==> config.mk <==
export PLATFORM = sky130hd
export DESIGN_NAME = vid_regs_top
export DESIGN_NICKNAME = d
export VERILOG_FILES = /design/src/inc/vid_pkg.sv /design/src/vid_regs_top.sv /design/src/vid_word_store.sv
export VERILOG_INCLUDE_DIRS = /design/src /design/src/inc
export SDC_FILE = /design/constraint.sdc
export NUM_CORES = 1
export LEC_CHECK = 0
export BUFFER_PORTS_ARGS = -buffer_cell sky130_fd_sc_hd__buf_2
export CORE_ASPECT_RATIO = 0.9
export CORE_MARGIN = 4
export CORE_UTILIZATION = 40
export CTS_BUF_LIST = sky130_fd_sc_hd__clkbuf_8 sky130_fd_sc_hd__clkbuf_16
export CTS_CLUSTER_DIAMETER = 30
export CTS_CLUSTER_SIZE = 10
export DETAILED_ROUTE_END_ITERATION = 8
export HOLD_SLACK_MARGIN = 0.03
export PLACE_DENSITY = 0.6
export SKIP_CTS_REPAIR_TIMING = 1
export SLEW_MARGIN = 20
export SYNTH_ARGS = -nofsm -noshare
export SYNTH_HDL_FRONTEND = slang
export SYNTH_SLANG_ARGS = --single-unit
==> constraint.sdc <==
create_clock -name sys_clk -period 4.8 [get_ports sys_clk]
set_input_delay 0 -clock sys_clk [delete_from_list [all_inputs] [get_ports sys_clk]]
set_output_delay 0 -clock sys_clk [all_outputs]
set_load 0.01 [all_outputs]
==> src/inc/vid_regs.svh <==
// register offsets, indices, field layouts and reset values of the
// identification and version word group.
// assumes 32-bit byte addressing with one aligned word per register.
`ifndef VID_REGS_SVH
`define VID_REGS_SVH

`define VID_ADDR_W 32
`define VID_DATA_W 32
`define VID_IDX_W 4
`define VID_DEPTH 12
`define VID_LOAD_LAST 4'h9

// byte addresses
`define VID_BASE_ADDR 32'hF1000010
`define VID_CTRL_VER_ADDR 32'hF1000010
`define VID_CTRL_VER_EX_ADDR 32'hF1000014
`define VID_LOGIC_VER_ADDR 32'hF1000018
`define VID_LOGIC_VER_EX_ADDR 32'hF100001C
`define VID_RSVD_A_ADDR 32'hF1000020
`define VID_RSVD_B_ADDR 32'hF1000024
`define VID_RSVD_C_ADDR 32'hF1000028
`define VID_RSVD_D_ADDR 32'hF100002C
`define VID_ORDER_HI_ADDR 32'hF1000030
`define VID_ORDER_LO_ADDR 32'hF1000034
`define VID_FEAT_CTRL_ADDR 32'hF1000050
`define VID_STATUS_ADDR 32'hF1000054

// word indices inside the store
`define VID_IDX_CTRL_VER 4'h0
`define VID_IDX_CTRL_VER_EX 4'h1
`define VID_IDX_LOGIC_VER 4'h2
`define VID_IDX_LOGIC_VER_EX 4'h3
`define VID_IDX_RSVD_A 4'h4
`define VID_IDX_RSVD_B 4'h5
`define VID_IDX_RSVD_C 4'h6
`define VID_IDX_RSVD_D 4'h7
`define VID_IDX_ORDER_HI 4'h8
`define VID_IDX_ORDER_LO 4'h9
`define VID_IDX_FEAT_CTRL 4'hA
`define VID_IDX_STATUS 4'hB

// field layout: type code in the upper half, version in the lower half
`define VID_TYPE_MSB 31
`define VID_TYPE_LSB 16
`define VID_VER_MSB 15
`define VID_VER_LSB 0
`define VID_CTRL_TYPE_CODE 16'h0000

// feature control word
`define VID_FEAT_PRESENT_BIT 0
`define VID_FEAT_ENABLE_BIT 1
`define VID_FEAT_CTRL_RESET 32'h00000001

// status word
`define VID_ST_CTRL_VER_OK 0
`define VID_ST_LOGIC_VER_OK 1
`define VID_ST_CTRL_EX_OK 2
`define VID_ST_LOGIC_EX_OK 3
`define VID_ST_CTRL_EX_SUP 4
`define VID_ST_LOGIC_EX_SUP 5
`define VID_ST_LOADED 6
`define VID_ST_FEAT_EN 7
`define VID_STATUS_RESET 32'h00000000

`define VID_ZERO_WORD 32'h00000000
`define VID_NIBBLE_MAX 4'h9

`endif

==> src/inc/vid_pkg.sv <==
// types shared by the identification register group.
// constants live in vid_regs.svh.
package vid_pkg;

  typedef enum logic [0:0] {
    VID_ST_LOAD = 1'b0,
    VID_ST_RUN = 1'b1
  } vid_state_t;

  typedef struct packed {
    logic [31:0] addr;
    logic [31:0] wdata;
    logic wr;
    logic rd;
  } vid_bus_req_t;

  typedef struct packed {
    logic en;
    logic [3:0] idx;
    logic [31:0] data;
  } vid_store_wr_t;

endpackage

==> src/vid_regs_top.sv <==
// identification and version register group of a camera controller.
// assumes a simple strobe bus: one-cycle wr or rd, read data next cycle.
//
// The address-and-strobe port is this design's own decision.
`timescale 1ns/10ps
`include "vid_regs.svh"

module vid_regs_top
  import vid_pkg::*;
#(
  parameter logic [15:0] CTRL_VERSION = 16'h0100,
  parameter logic [31:0] CTRL_VERSION_EX = 32'h00010000,
  // arbitrary neutral value, not a real model code
  parameter logic [15:0] CAMERA_TYPE = 16'h0ABC,
  parameter logic [15:0] LOGIC_VERSION = 16'h0200,
  parameter logic [31:0] LOGIC_VERSION_EX = 32'h00020000,
  // arbitrary ASCII text "ORDER-01"
  parameter logic [63:0] ORDER_ID = 64'h4F524445522D3031
) (
  // clock and reset
  input wire logic sys_clk,
  input wire logic rst,
  // register bus
  input wire vid_bus_req_t bus_req,
  output logic [`VID_DATA_W-1:0] bus_rdata,
  // status
  output logic loaded,
  output logic feature_enabled
);

  vid_state_t state_r;
  vid_state_t state_nxt;
  logic [`VID_IDX_W-1:0] load_idx_r;
  logic loaded_r;
  logic feat_en_r;
  logic [`VID_DATA_W-1:0] status_r;
  logic [`VID_DATA_W-1:0] status_nxt;
  logic status_dirty_r;
  logic status_wr_go;
  logic feat_seeded_r;

  logic [`VID_IDX_W-1:0] dec_idx;
  logic dec_hit;
  logic dec_rsvd;
  logic dec_feat;

  logic [`VID_DATA_W-1:0] init_word;
  vid_store_wr_t st_wr;

  // version words as they are stored
  localparam logic [31:0] CTRL_WORD = {`VID_CTRL_TYPE_CODE, CTRL_VERSION};
  localparam logic [31:0] LOGIC_WORD = {CAMERA_TYPE, LOGIC_VERSION};
  localparam int N_BCD = 4;

  // BCD sanity per checked word; ext words may be all zero (absent)
  logic [N_BCD-1:0] bcd_ok;
  logic [31:0] bcd_word [N_BCD];
  assign bcd_word[0] = {16'h0000, CTRL_VERSION};
  assign bcd_word[1] = {16'h0000, LOGIC_VERSION};
  assign bcd_word[2] = CTRL_VERSION_EX;
  assign bcd_word[3] = LOGIC_VERSION_EX;

  genvar w;
  genvar n;
  generate
    for (w = 0; w < N_BCD; w++) begin : g_bcd
      logic [7:0] nib_ok;
      for (n = 0; n < 8; n++) begin : g_nib
        assign nib_ok[n] = (bcd_word[w][n*4 +: 4] <= `VID_NIBBLE_MAX);
      end
      assign bcd_ok[w] = &nib_ok;
    end
  endgenerate

  // word written into the store during the load walk
  always_comb begin
    init_word = `VID_ZERO_WORD;
    unique case (load_idx_r)
      `VID_IDX_CTRL_VER: init_word = CTRL_WORD;
      `VID_IDX_CTRL_VER_EX: init_word = CTRL_VERSION_EX;
      `VID_IDX_LOGIC_VER: init_word = LOGIC_WORD;
      `VID_IDX_LOGIC_VER_EX: init_word = LOGIC_VERSION_EX;
      `VID_IDX_ORDER_HI: init_word = ORDER_ID[63:32];
      `VID_IDX_ORDER_LO: init_word = ORDER_ID[31:0];
      default: init_word = `VID_ZERO_WORD;
    endcase
  end

  // address decode, shared by reads and writes; one item per word so
  // misaligned and unmapped addresses fall to the default and read zero
  always_comb begin
    dec_idx = '0;
    dec_hit = 1'b1;
    dec_rsvd = 1'b0;
    dec_feat = 1'b0;
    unique case (bus_req.addr)
      `VID_CTRL_VER_ADDR: begin
        dec_idx = `VID_IDX_CTRL_VER;
      end
      `VID_CTRL_VER_EX_ADDR: begin
        dec_idx = `VID_IDX_CTRL_VER_EX;
      end
      `VID_LOGIC_VER_ADDR: begin
        dec_idx = `VID_IDX_LOGIC_VER;
      end
      `VID_LOGIC_VER_EX_ADDR: begin
        dec_idx = `VID_IDX_LOGIC_VER_EX;
      end
      `VID_RSVD_A_ADDR: begin
        dec_idx = `VID_IDX_RSVD_A;
        dec_rsvd = 1'b1;
      end
      `VID_RSVD_B_ADDR: begin
        dec_idx = `VID_IDX_RSVD_B;
        dec_rsvd = 1'b1;
      end
      `VID_RSVD_C_ADDR: begin
        dec_idx = `VID_IDX_RSVD_C;
        dec_rsvd = 1'b1;
      end
      `VID_RSVD_D_ADDR: begin
        dec_idx = `VID_IDX_RSVD_D;
        dec_rsvd = 1'b1;
      end
      `VID_ORDER_HI_ADDR: begin
        dec_idx = `VID_IDX_ORDER_HI;
      end
      `VID_ORDER_LO_ADDR: begin
        dec_idx = `VID_IDX_ORDER_LO;
      end
      `VID_FEAT_CTRL_ADDR: begin
        dec_idx = `VID_IDX_FEAT_CTRL;
        dec_feat = 1'b1;
      end
      `VID_STATUS_ADDR: begin
        dec_idx = `VID_IDX_STATUS;
      end
      default: begin
        dec_hit = 1'b0;
      end
    endcase
  end

  // load walk: fill the store once after reset, then serve the bus
  always_comb begin
    state_nxt = state_r;
    unique case (state_r)
      VID_ST_LOAD: begin
        if (load_idx_r == `VID_LOAD_LAST) begin
          state_nxt = VID_ST_RUN;
        end
      end
      VID_ST_RUN: begin
        state_nxt = VID_ST_RUN;
      end
    endcase
  end

  always_ff @(posedge sys_clk) begin
    if (rst) begin
      state_r <= VID_ST_LOAD;
    end else begin
      state_r <= state_nxt;
    end
  end

  always_ff @(posedge sys_clk) begin
    if (rst) begin
      load_idx_r <= '0;
    end else if ((state_r == VID_ST_LOAD) &&
                 (load_idx_r != `VID_LOAD_LAST)) begin
      load_idx_r <= load_idx_r + 4'h1;
    end
  end

  always_ff @(posedge sys_clk) begin
    if (rst) begin
      loaded_r <= 1'b0;
    end else if (state_r == VID_ST_LOAD && state_nxt == VID_ST_RUN) begin
      loaded_r <= 1'b1;
    end
  end

  // feature enable follows any write to the feature word, activated or not
  always_ff @(posedge sys_clk) begin
    if (rst) begin
      feat_en_r <= 1'b0;
    end else if (bus_req.wr && dec_feat) begin
      feat_en_r <= bus_req.wdata[`VID_FEAT_ENABLE_BIT];
    end
  end

  always_comb begin
    status_nxt = `VID_STATUS_RESET;
    status_nxt[`VID_ST_CTRL_VER_OK] = bcd_ok[0];
    status_nxt[`VID_ST_LOGIC_VER_OK] = bcd_ok[1];
    status_nxt[`VID_ST_CTRL_EX_OK] = bcd_ok[2];
    status_nxt[`VID_ST_LOGIC_EX_OK] = bcd_ok[3];
    status_nxt[`VID_ST_CTRL_EX_SUP] = (CTRL_VERSION_EX != '0);
    status_nxt[`VID_ST_LOGIC_EX_SUP] = (LOGIC_VERSION_EX != '0);
    status_nxt[`VID_ST_LOADED] = loaded_r;
    status_nxt[`VID_ST_FEAT_EN] = feat_en_r;
  end

  always_ff @(posedge sys_clk) begin
    if (rst) begin
      status_r <= `VID_STATUS_RESET;
    end else begin
      status_r <= status_nxt;
    end
  end

  // a bus write to the feature word takes the single store port; status catches up next cycle
  // the flag clears only on a granted status write, so a copy that lost
  // the port to the seed or a bus write is never dropped
  always_ff @(posedge sys_clk) begin
    if (rst) begin
      status_dirty_r <= 1'b1;
    end else if (bus_req.wr && dec_feat) begin
      status_dirty_r <= 1'b1;
    end else if (status_r != status_nxt) begin
      status_dirty_r <= 1'b1;
    end else if (status_wr_go) begin
      status_dirty_r <= 1'b0;
    end
  end

  // store write arbitration
  always_comb begin
    st_wr.en = 1'b0;
    st_wr.idx = '0;
    st_wr.data = `VID_ZERO_WORD;
    status_wr_go = 1'b0;
    if (state_r == VID_ST_LOAD) begin
      st_wr.en = 1'b1;
      st_wr.idx = load_idx_r;
      st_wr.data = init_word;
    end else if (bus_req.wr && dec_feat) begin
      st_wr.en = 1'b1;
      st_wr.idx = `VID_IDX_FEAT_CTRL;
      st_wr.data = bus_req.wdata;
      st_wr.data[`VID_FEAT_PRESENT_BIT] = 1'b1;
    end else if (!feat_seeded_r) begin
      st_wr.en = 1'b1;
      st_wr.idx = `VID_IDX_FEAT_CTRL;
      st_wr.data = `VID_FEAT_CTRL_RESET;
    end else if (status_dirty_r) begin
      status_wr_go = 1'b1;
      st_wr.en = 1'b1;
      st_wr.idx = `VID_IDX_STATUS;
      st_wr.data = status_r;
    end
    // writes to version, order and reserved words fall through
  end

  // the seed waits for the run state so it never races the load walk
  always_ff @(posedge sys_clk) begin
    if (rst) begin
      feat_seeded_r <= 1'b0;
    end else if (state_r == VID_ST_RUN) begin
      feat_seeded_r <= 1'b1;
    end
  end

  vid_word_store #(
    .WIDTH(`VID_DATA_W),
    .DEPTH(`VID_DEPTH),
    .IDX_W(`VID_IDX_W)
  ) u_store (
    .sys_clk(sys_clk),
    .rst(rst),
    .wr_en(st_wr.en),
    .wr_idx(st_wr.idx),
    .wr_data(st_wr.data),
    .rd_en(bus_req.rd),
    .rd_hit(dec_hit && !dec_rsvd),
    .rd_idx(dec_idx),
    .rd_data(bus_rdata)
  );

  always_ff @(posedge sys_clk) begin
    if (rst) begin
      feature_enabled <= 1'b0;
    end else begin
      feature_enabled <= feat_en_r;
    end
  end

  assign loaded = loaded_r;

endmodule

==> src/vid_word_store.sv <==
// small word store for the identification register group.
// assumes one writer; read data come out of a register one cycle later.
`timescale 1ns/10ps
`include "vid_regs.svh"

module vid_word_store
  import vid_pkg::*;
#(
  parameter int WIDTH = `VID_DATA_W,
  parameter int DEPTH = `VID_DEPTH,
  parameter int IDX_W = `VID_IDX_W
) (
  // clock and reset
  input wire logic sys_clk,
  input wire logic rst,
  // write port
  input wire logic wr_en,
  input wire logic [IDX_W-1:0] wr_idx,
  input wire logic [WIDTH-1:0] wr_data,
  // read port
  input wire logic rd_en,
  input wire logic rd_hit,
  input wire logic [IDX_W-1:0] rd_idx,
  output logic [WIDTH-1:0] rd_data
);

  logic [WIDTH-1:0] mem_r [DEPTH];
  logic [WIDTH-1:0] rd_data_r;

  genvar g;
  generate
    for (g = 0; g < DEPTH; g++) begin : g_word
      always_ff @(posedge sys_clk) begin
        if (rst) begin
          mem_r[g] <= '0;
        end else if (wr_en && (wr_idx == IDX_W'(g))) begin
          mem_r[g] <= wr_data;
        end
      end
    end
  endgenerate

  // unmapped or idle cycles answer zero so stale data never leak out
  always_ff @(posedge sys_clk) begin
    if (rst) begin
      rd_data_r <= '0;
    end else if (rd_en && rd_hit && (int'(rd_idx) < DEPTH)) begin
      rd_data_r <= mem_r[rd_idx];
    end else begin
      rd_data_r <= '0;
    end
  end

  assign rd_data = rd_data_r;

endmodule

=== Word level (Yosys, flattened, before mapping) ===
Memory sizes are Yosys's and may differ from the RTL's. A register that Yosys moved wholly into a read port is not among the register bits.
Index checks and enable logic that the tools add are counted.
Widths: inputs -> output; s select.

* Register bits: 42
* Bits in writable memories: 384
* Input bits: 68
* Output and inout bits: 34
* Logic and storage cells: 147
* Memories: 1

{| class="wikitable"
|+ Memory list
! memory !! depth !! bits a word !! rd ports !! clocked after Yosys merged registers in !! write ports !! RTL line !! RTL
|-
| u_store.mem_r || 12 || 32 || 1 || 1 || 12 || vid_word_store.sv:27 || <nowiki>logic [WIDTH-1:0] mem_r [DEPTH];</nowiki>
|}

* $add $sub $neg: 1
* $lt $le $gt $ge: 1
* Eq/ne operators: 30
* Mux-type cells: 66
* Bitwise logic cells: 14
* Reduce and logical (&&, ||, !) cells: 25

{| class="wikitable"
|+ Operators by type and width
! operator !! number
|-
| $eq 32x32->1 const B || 12
|-
| $mux 32 || 12
|-
| $pmux 31 s6 || 1
|-
| $mux 37 || 4
|-
| $mux 1 || 46
|-
| $pmux 4 s11 || 1
|-
| $ne 32x8->1 || 1
|-
| $eq 4x4->1 const B || 6
|-
| $logic_and 1x1->1 || 18
|-
| $eq 4x2->1 const B || 4
|-
| $eq 4x3->1 const B || 4
|-
| $or 1x1->1 || 12
|-
| $reduce_or 12->1 || 1
|-
| $eq 4x1->1 const B || 2
|-
| $logic_not 4->1 || 2
|-
| $mux 6 || 1
|-
| $add 4x1->4 const B || 1
|-
| $lt 4x4->1 const B || 1
|-
| $ne 4x4->1 const B || 1
|-
| $reduce_or 4->1 || 1
|-
| $reduce_or 3->1 || 1
|-
| $not 1->1 || 2
|-
| $pmux 1 s2 || 1
|-
| $reduce_or 2->1 || 1
|-
| $logic_not 1->1 || 1
|}

=== Depth between registers and ports, before layout ===
Gate-level depths: netlist of run 1.

* Depth after elaboration: 11
* Mapped depth: 10
* Depth with buffers taken out: 6

=== Cells and area by module ===
A second synthesis of run 1 with hierarchy kept.

* Cell total of the unflattened synthesis: 1360
* Area, all modules: 19513.7 µm²

{| class="wikitable"
|+ By module, submodules not included
! module !! times used !! cells each !! area each (µm²) !! seq. area each (µm²)
|-
| vid_word_store || 1 || 1207 || 18290.0 || 12171.7
|-
| vid_regs_top || 1 || 153 || 1223.7 || 240.2
|}

=== Least setup slack after synthesis of run 1 ===
OpenSTA, ideal clock, no wires.

* Path type: reg-to-reg
* Start: reg load_idx_r[0]
* End: mem u_store.mem_r[3][0] (netlist name), enable pin
* Library setup time: 511 ps
* Arrival: 3983 ps
* Data required time: 4289 ps
* Setup slack: 306 ps
* Stages on the path, launching flop included: 4
* Path buffers: 1
* Period minus slack after synthesis: 4494 ps
* Path through: dfxtp_1 -> clkbuf_1 -> nand3_1 -> o41ai_1

{| class="wikitable"
|+ RTL lines
! item !! RTL line !! RTL
|-
| start, declared || vid_regs_top.sv:33 || <nowiki>logic [`VID_IDX_W-1:0] load_idx_r;</nowiki>
|-
| start signal, assigned || vid_regs_top.sv:172 || <nowiki>load_idx_r <= load_idx_r + 4'h1;</nowiki>
|-
| end, declared || vid_word_store.sv:27 ||
|}

=== Worst setup path in the final report of run 1 ===
* Start: in rst
* End: reg u_store.rd_data_r[12], in the netlist u_store.rd_data[12] (read register of u_store.mem_r)

* Cells in the longest elaborated chain, start to end: 1

{| class="wikitable"
|+ RTL lines
! item !! RTL line !! RTL
|-
| start, declared || vid_regs_top.sv:22 || <nowiki>input wire logic rst,</nowiki>
|-
| $reduce_or 2->1 (no line) || -- ||
|-
| end, declared || vid_word_store.sv:28 || <nowiki>logic [WIDTH-1:0] rd_data_r;</nowiki>
|}

Every way passes these cells.
A chain may end at the register's enable or synchronous reset.

==> results.toml, run 1 <==
[run_status]
status = "complete, no violations"

[cts]
clock-root-buffer = "clkbuf_16"
htree_levels = 3
cts_buffers = 73
cts.sinks = 360
clk_pin_slew_ns = 0.05
insertion_delay_ns = 0.57
clockBufferDepth = 3
tritoncts = "done"

[critical_path]
slowest_stage = "nand2_1"
path_class = "in -> reg"
start_kind = "input port"
slowest_delay_ns = 0.63
cp_cell_sequence = "dlygate4sd3_1 -> buf_2 -> inv_1 -> o2111ai_1 -> nor4_1 -> nand2_1 -> buf_4 -> o22ai_1 -> a41o_1"
required_ns = 5.31
worstPathArrival_ns = 3.68
critPathCaptureType = "flip-flop"
path_max_fanout = 16

[global_routing]
grt_usage_pct = 20.1
grt_pass1_wl_um = 61200
antenna_found_initial = 1
first_global_vias = 10400
overflow = 0
grt_max_degree = 65

[floorplanning]
num_rows = 66
die_w_um = 211
die_y_um = 191
dieArea_mm2 = 0.0402
start_util_pct = 40.8
io_pins = 102
fp.coreArea_mm2 = 0.0363

[yosys]
ys_seq_area_share_pct = 70.0
synth_top_area_cell = "edfxtp_1"
synth_flop_cell = "edfxtp_1"
netlist_area_mm2 = 0.0148
postSynthAreaPerCell_um2 = 12.5
ys_types = 66
yosysMostFrequentCell = "edfxtp_1"
async_flop_share_pct = 0
synth_edf_count = 316
synthCells = 1189
synth_common_cells = "edfxtp_1, nand2_1, nor2_1"
netlist.area_leader.share_pct = 64.0
ys_warn_count = 0
ys_top_cells_by_area = "edfxtp_1, nand2_1, dfxtp_1"
synth-seq-cells = 360

[power_and_ir_drop]
p_total_w = 0.00895
leakage_nw = 7.62
vdd_drop_max_uv = 280
p_per_area_mw_per_mm2 = 466

[routing]
firstDrtPassIters = 5
vias_per_cell = 5.04
drcViolationCount = 0
vias = 10300
wl_um = 40400
antenna_left = 0
drt_iter0_drc = 961
drt-wirelength-per-cell_um = 19.8

[finish]
layout.nets = 1578
regArea_mm2 = 0.0104
nFillCells = 3148
multi_input_area_mm2 = 0.00470
fin_util_pct = 52.8
drive_above_1_share_pct = 17.8
area_growth_pct = 29.5

[sta]
rsz0062_at_grt = "false"
maxSlewHeadroom_pct = 27.8
min_period_over_period_pct = 66.1
hold_viol = 0
tns_ns = 0
drv_slew = 0
skew_ns = 0.0192
min_period_ns = 3.17
worst_slew_pin_slew_ns = 1.08
max_freq_mhz = 315
setup_violations = 0

[placed_design]
gp_congestion = 0.834
io_buffers = 100
hpwl_um = 23900

[run]
maxCapViolations = 0

[min_path]
hold_class = "in -> reg"
sequential cells by signal, summed over array words and instances (netlist names):
| name | cells |
|---|---|
| status_dirty_r | 1 |
| feature_enabled | 1 |
| u_store.mem_r | 316 |
| load_idx_r | 4 |
| u_store.rd_data | 32 |
| feat_en_r | 1 |
| loaded | 1 |
| status_r | 2 |
| state_r | 1 |
| feat_seeded_r | 1 |
cell type report:
cell class                 instances  share of cell area, %
sequential                       360                   54.0
multi-input combinational        905                   24.5
clock buffer                      82                   10.4
timing repair buffer             158                   5.25
tap                              476                   3.10
clock inverter                    54                   2.52
inverter                           8                  0.156
antenna                            1                 0.0130
critical path: cells and delay by family:
| family | cells | cell delay [ns] |
|---|---|---|
| buf+inv | 4 | 1.62 |
| simple gates | 2 | 1.17 |
| compound gates | 3 | 0.88 |
per-layer routing:
metal	GRT usage, %	part of all wire [%]	vias to the layer above
li1	-	-	4843
met4	9.40	4.5	0
met1	26.8	42	4999
met2	31.6	47	363
met5	0	0	-
met3	4.64	6.4	104
cells in the final DEF, fill, tap and decap left out, types with 5 or more instances in the layout:
cell type,instances
a211o_1,11
mux2i_1,45
nand2_1,237
clkinv_4,6
buf_2,100
conb_1,171
inv_1,20
a31oi_1,40
a31o_1,5
o22ai_1,15
buf_4,29
nor2_1,147
clkbuf_16,77
a32oi_1,13
clkbuf_8,5
dfxtp_1,44
edfxtp_1,316
o21ai_0,6
dlygate4sd3_1,29
clkinv_1,5
inv_6,5
nand3_1,35
a22oi_1,5
nor3_1,7
a21oi_1,59
a41o_1,14
and3_1,6
clkinv_2,12
bufinv_16,6
power by group:
group / switching, W / total, W / internal [W] / leakage, nW
registers: 0.0000486 / 0.00366 / 0.00361 / 3.56
logic: 0.000235 / 0.000326 / 0.0000903 / 2.80
clock network: 0.00165 / 0.00497 / 0.00331 / 1.27
path summary, 6_finish.rpt:
path	startpoint	end	slack [ns]	cells after the start
worst min register to register	feat_en_r$_SDFFE_PP0N_	feature_enabled$_SDFF_PP0_	0.50	1
worst max register to register	state_r$_SDFF_PP0_	u_store.mem_r[11][9]$_SDFFCE_PN0P_	1.96	5
worst min-delay path	bus_req[0]	u_store.rd_data[14]$_SDFF_PP0_	0.03	4
worst max-delay path	rst	u_store.rd_data[12]$_SDFF_PP0_	1.63	9
metrics by stage:
stage / area [um^2] / cells / hold WS (ns) / setup slack (ns)
final: 19200 / 2044 / 0.0325 / 1.63
after global routing: 19200 / 2044 / 0.0357 / 1.41
after CTS: 18900 / 2014 / -0.295 / 1.94
after detailed placement: 16400 / 1878 / 0.299 / 1.72
after global placement: 16400 / 1878 / 0.267 / 1.77
after floorplan: 15500 / 1359 / 0.0716 / 0.306
logic make-up after synthesis:
family          share of synthesized area, %
fa+ha+maj                              0.338
flops                                   70.0
buf+inv                                 2.95
mux                                     3.27
compound gates                          9.30
simple gates                            13.8
other cells                           0.0253
xor+xnor                               0.414
Power figures use the tool's default switching activity.
==> run 2: changes to the inputs <==
ABC_AREA = 1   (was unset)
PLACE_DENSITY = 0.59   (was 0.6)
clock period = 2.7 ns   (was 4.8 ns; I/O delays follow)
==> run 2 against run 1 <==
Clock power up 130%. Setup slack worse by 1.3 ns. Cell count is 57% higher. Synthesized cell count is 74% higher. Combinational power grew to 3.1 times the previous value. Area after synthesis up 34%. Count of clock-buffer cells in the layout rose by 22. Largest cell class unchanged.
==> results.toml, run 2 <==
[cts]
tritoncts = "done"
insertion_delay_ns = 0.62
cts.sinks = 428
htree_levels = 3
clock-root-buffer = "clkbuf_16"
cts_buffers = 93
clk_pin_slew_ns = 0.05
clockBufferDepth = 3

[critical_path]
timing.critical_path.from = "load_idx_r[0]$_SDFFE_PP0P_"
critPathCaptureType = "flip-flop"
start_kind = "flip-flop"
required_ns = 3.02
path_class = "reg -> reg"
worstPathArrival_ns = 2.71
path_max_fanout = 45
r2r-start = "load_idx_r[0]$_SDFFE_PP0P_"

[yosys]
postSynthAreaPerCell_um2 = 9.64
yosysMostFrequentCell = "edfxtp_1"
synth_edf_count = 384
ys_warn_count = 0
synthCells = 2067
async_flop_share_pct = 0
netlist.area_leader.share_pct = 57.9
netlist_area_mm2 = 0.0199
synth_common_cells = "edfxtp_1, inv_1, nand2_1"
synth_top_area_cell = "edfxtp_1"
synth_flop_cell = "edfxtp_1"
ys_seq_area_share_pct = 62.3
synth-seq-cells = 428
ys_types = 42
ys_top_cells_by_area = "edfxtp_1, inv_1, nand2_1"

[routing]
drt-wirelength-per-cell_um = 16.8
antenna_left = 0
wirelength_met1_um = 24400
wl_um = 54000
vias_per_cell = 4.74
met2_length_um = 24500
drcViolationCount = 0
wl_met3_um = 3600
vias = 15300
drt_iter0_drc = 1407
routed.top_layer = "met4"
firstDrtPassIters = 5

[sta]
worst_slew_pin_slew_ns = 0.943
min_period_ns = 2.39
skew_ns = 0.0249
drv_slew = 0
setup_violations = 0
min_period_over_period_pct = 88.5
hold_viol = 0
maxSlewHeadroom_pct = 37.0
max_freq_mhz = 418
rsz0062_at_grt = "false"
worst_slack_ns = 0.309

[global_routing]
antenna_found_initial = 0
grt_usage_pct = 20.1
grt_pass1_wl_um = 83400
overflow = 0
first_global_vias = 14800
grt_max_degree = 81

[placed_design]
hpwl_um = 33500
placed_area_mm2 = 0.0224
gp_congestion = 0.853
dp_slack_ns = 0.220
io_buffers = 100

[power_and_ir_drop]
vdd_drop_max_uv = 483
leakage_nw = 11.4
p_per_area_mw_per_mm2 = 778

[finish]
layout.nets = 2538
drive_above_1_share_pct = 15.3
nFillCells = 4383
area_growth_pct = 30.7
stdcell_area_mm2 = 0.0261
regArea_mm2 = 0.0124
layout_common_cells = "inv_1, edfxtp_1, nand2_1"
diodes = 0
final_common_cell = "inv_1"
largest_register = "u_store.mem_r"
fin_util_pct = 52.9
largest_reg_flops = 384
multi_input_area_mm2 = 0.00651

[floorplanning]
start_util_pct = 40.5
die_w_um = 243
die_y_um = 220
io_pins = 102
fp.coreArea_mm2 = 0.0492
dieArea_mm2 = 0.0535
num_rows = 77

[min_path]
min_from = "bus_req[27]"
hold_class = "in -> reg"

[run_status]
status = "complete, no violations"

[run]
maxCapViolations = 0
==> run 2: cell count changes after synthesis, moves of 45 or more <==
| cell | change |
|---|---|
| edfxtp_1 | +68 |
| inv_1 | +370 |
| mux2i_1 | -45 |
| nand2_1 | +129 |
| nand3_1 | +206 |
| nand4_1 | +130 |
| o211ai_1 | +60 |
==> run 2: worst max-delay path: stages (launching register included) <==
cell,delay (ns)
dfxtp_1,0.38
inv_1,0.16
ha_1,0.23
nand2_1,0.17
inv_1,0.08
nor2_1,0.18
nand2_1,0.09
inv_2,0.63
nor2_1,0.13
==> run 2: final cells by class <==
type / instances / area share, %
Tap cell: 671 / 3.22
Inverter: 385 / 5.55
Clock inverter: 72 / 2.97
Sequential cell: 428 / 47.6
Multi-Input combinational cell: 1363 / 25.0
Timing Repair Buffer: 195 / 6.03
Clock buffer: 104 / 9.60
==> run 2: cells by family after synthesis <==
group / synth area share [%]
adders and majority gates: 0.251
DFF: 62.3
and+or+nand+nor: 23.0
buffers and inverters: 10.1
AOI/OAI and AO/OA: 4.28
other: 0.0188
==> run 2: worst paths after layout <==
path                                                            end  slack (ns)  cells past startpoint
worst max-delay path             u_store.mem_r[9][12]$_SDFFCE_PN0P_        0.31                      8
worst min-delay path            u_store.mem_r[11][25]$_SDFFCE_PN0P_        0.07                      5
worst max register to register   u_store.mem_r[9][12]$_SDFFCE_PN0P_        0.31                      8
worst min register to register          status_dirty_r$_SDFFE_PP1P_        0.43                      1
==> run 2: report_power, final <==
part           leakage (nW)  switching, W  internal [W]
combinational          5.57      0.000688      0.000325
clock                  1.59       0.00376       0.00774
sequential             4.22     0.0000956       0.00766
total                  11.4       0.00455        0.0157
==> run 2: per-layer routing <==
metal,vias to the layer above,track usage (%)
met5,-,0
met4,0,6.62
met3,103,4.31
met2,490,31.4
met1,7165,28.3
li1,7494,-
==> run 2: through the flow <==
step	instances	TNS, ns	power (W)	hold WS (ns)
floorplan	2305	-13.99	0.00845	0.0691
global placement	3009	0	0.00882	0.273
detailed placement	3009	0	0.00885	0.265
CTS	3185	0	0.0204	-0.384
global route	3218	0	0.0210	0.0891
finish	3218	0	0.0203	0.0691
==> run 3: changes to the inputs <==
PLACE_DENSITY = 0.61   (was 0.59)
==> run 3 against run 2 <==
Die area stayed put. Design area is 0.45% higher. Global-route usage is 0.26 points lower. Count of clock-buffer cells in the layout is 2 higher. First-iteration DRC count is 6.6% lower. Highest routed layer unchanged.
==> results.toml, run 3 (synthesis results as in run 2) <==
[sta]
min_period_ns = 2.42
max_freq_mhz = 413
drv_slew = 0
skew_ns = 0.0198
setup_violations = 0
rsz0062_at_grt = "false"
maxSlewHeadroom_pct = 36.5
whs_ns = 0.0534
min_period_over_period_pct = 89.7
tns_ns = 0
hold_viol = 0
worst_slew_pin_slew_ns = 0.952

[cts]
cts_buffers = 95
clock-root-buffer = "clkbuf_16"
htree_levels = 3
clk_pin_slew_ns = 0.04
clockBufferDepth = 3
cts.sinks = 428
insertion_delay_ns = 0.61
tritoncts = "done"

[power_and_ir_drop]
p_seq_share_pct = 37.6
p_clk_share_pct = 57.4
combinationalPowerShare_pct = 5.0
p_per_area_mw_per_mm2 = 789
swShare_pct = 21.0
leakage_nw = 11.5
vdd_drop_max_uv = 469
p_int_w = 0.0163
switching_power_w = 0.00434

[floorplanning]
fp.coreArea_mm2 = 0.0492
num_rows = 77
die_w_um = 243
die_y_um = 220
dieArea_mm2 = 0.0535
start_util_pct = 40.5
io_pins = 102

[critical_path]
start_kind = "flip-flop"
critPathCaptureType = "flip-flop"
cp_cell_sequence = "buf_4 -> nand4_1 -> inv_1 -> nand2_1 -> nand2_1 -> inv_1 -> nor2_1"
slowest_stage = "inv_1"
slowest_delay_ns = 0.64
path_class = "reg -> reg"
critPathBufInv = 3
cpLargestDelayFamily = "buffers and inverters"
worstPathArrival_ns = 2.72
required_ns = 3.00
path_max_fanout = 23

[routing]
vias = 15400
drcViolationCount = 0
drt_iter0_drc = 1314
antenna_left = 0
vias_per_cell = 4.77
firstDrtPassIters = 5
wl_um = 53600
drt-wirelength-per-cell_um = 16.7

[placed_design]
gp_congestion = 0.934
io_buffers = 100
numPlacedInstances = 3008
hpwl_um = 33000

[global_routing]
grt_pass1_wl_um = 82600
overflow = 0
grt_usage_pct = 19.9
first_global_vias = 14700
antenna_found_initial = 0
grt_max_degree = 75

[run_status]
status = "complete, no violations"

[finish]
largest_register = "u_store.mem_r"
layout.nets = 2539
final_common_cell = "inv_1"
diodes = 0
area_growth_pct = 31.3
fin_cells = 3216
layout_common_cells = "inv_1, edfxtp_1, nand2_1"
drive_above_1_share_pct = 14.9
largest_reg_flops = 384
fin_util_pct = 53.2

[run]
maxCapViolations = 0

[min_path]
hold_class = "in -> reg"
-- run 3: cell count changes in the layout (fill, tap and decap cells not counted), sizes merged --
cell	previous run	this run
buf	162	161
inv	403	402
clkinv	25	30
clkbuf	104	106
clkinvlp	18	6
bufinv	11	16
-- run 3: worst paths after layout --
check	slack (ns)	to	cells after the start	startpoint
worst max-delay path	0.28	u_store.mem_r[10][27]$_SDFFCE_PN0P_	7	state_r$_SDFF_PP0_
worst min-delay path	0.05	u_store.mem_r[11][25]$_SDFFCE_PN0P_	5	bus_req[27]
worst max register to register	0.28	u_store.mem_r[10][27]$_SDFFCE_PN0P_	7	state_r$_SDFF_PP0_
worst min register to register	0.43	status_dirty_r$_SDFFE_PP1P_	1	status_r[4]$_DFF_P_
-- run 3: power by group through the flow --
| stage | Combinational, W | Clock (W) | Sequential (W) |
|---|---|---|---|
| floorplan | 0.000592 | 0 | 0.00785 |
| global placement | 0.000973 | 0 | 0.00786 |
| detailed placement | 0.000989 | 0 | 0.00787 |
| CTS | 0.000994 | 0.0120 | 0.00776 |
| global route | 0.00116 | 0.0124 | 0.00779 |
| finish | 0.00103 | 0.0119 | 0.00776 |
-- run 3: final cells by class --
class	instances	area (um^2)
fill	4284	23100
sequential	428	12400
multi-input combinational	1363	6510
clock buffer	106	2580
timing repair buffer	194	1600
inverter	385	1450
tap	671	840
clock inverter	69	778
-- run 3: layer usage --
| layer | wire [um] | track usage (%) | vias to the layer above |
|---|---|---|---|
| met4 | 1680 | 7.89 | 0 |
| met3 | 3680 | 4.17 | 106 |
| met1 | 24200 | 28.2 | 7213 |
| li1 | - | - | 7497 |
| met5 | 0 | 0 | - |
| met2 | 24000 | 30.1 | 537 |
-- run 3: worst min-delay path, cell delays in order --
cell and delay, ns:
buf_2 0.10, nand2_1 0.05, nand3_1 0.07, clkinv_1 0.20, nor2_2 0.06
-- run 3: through the flow --
stage | setup slack (ns) | total power, W | area [um^2]
6_report | 0.278 | 0.0207 | 26200
5_1_grt | 0.0734 | 0.0213 | 26200
4_1_cts | 0.234 | 0.0208 | 25800
3_5_place_dp | 0.232 | 0.00886 | 22500
3_3_place_gp | 0.248 | 0.00883 | 22500
2_1_floorplan | -0.219 | 0.00845 | 20800
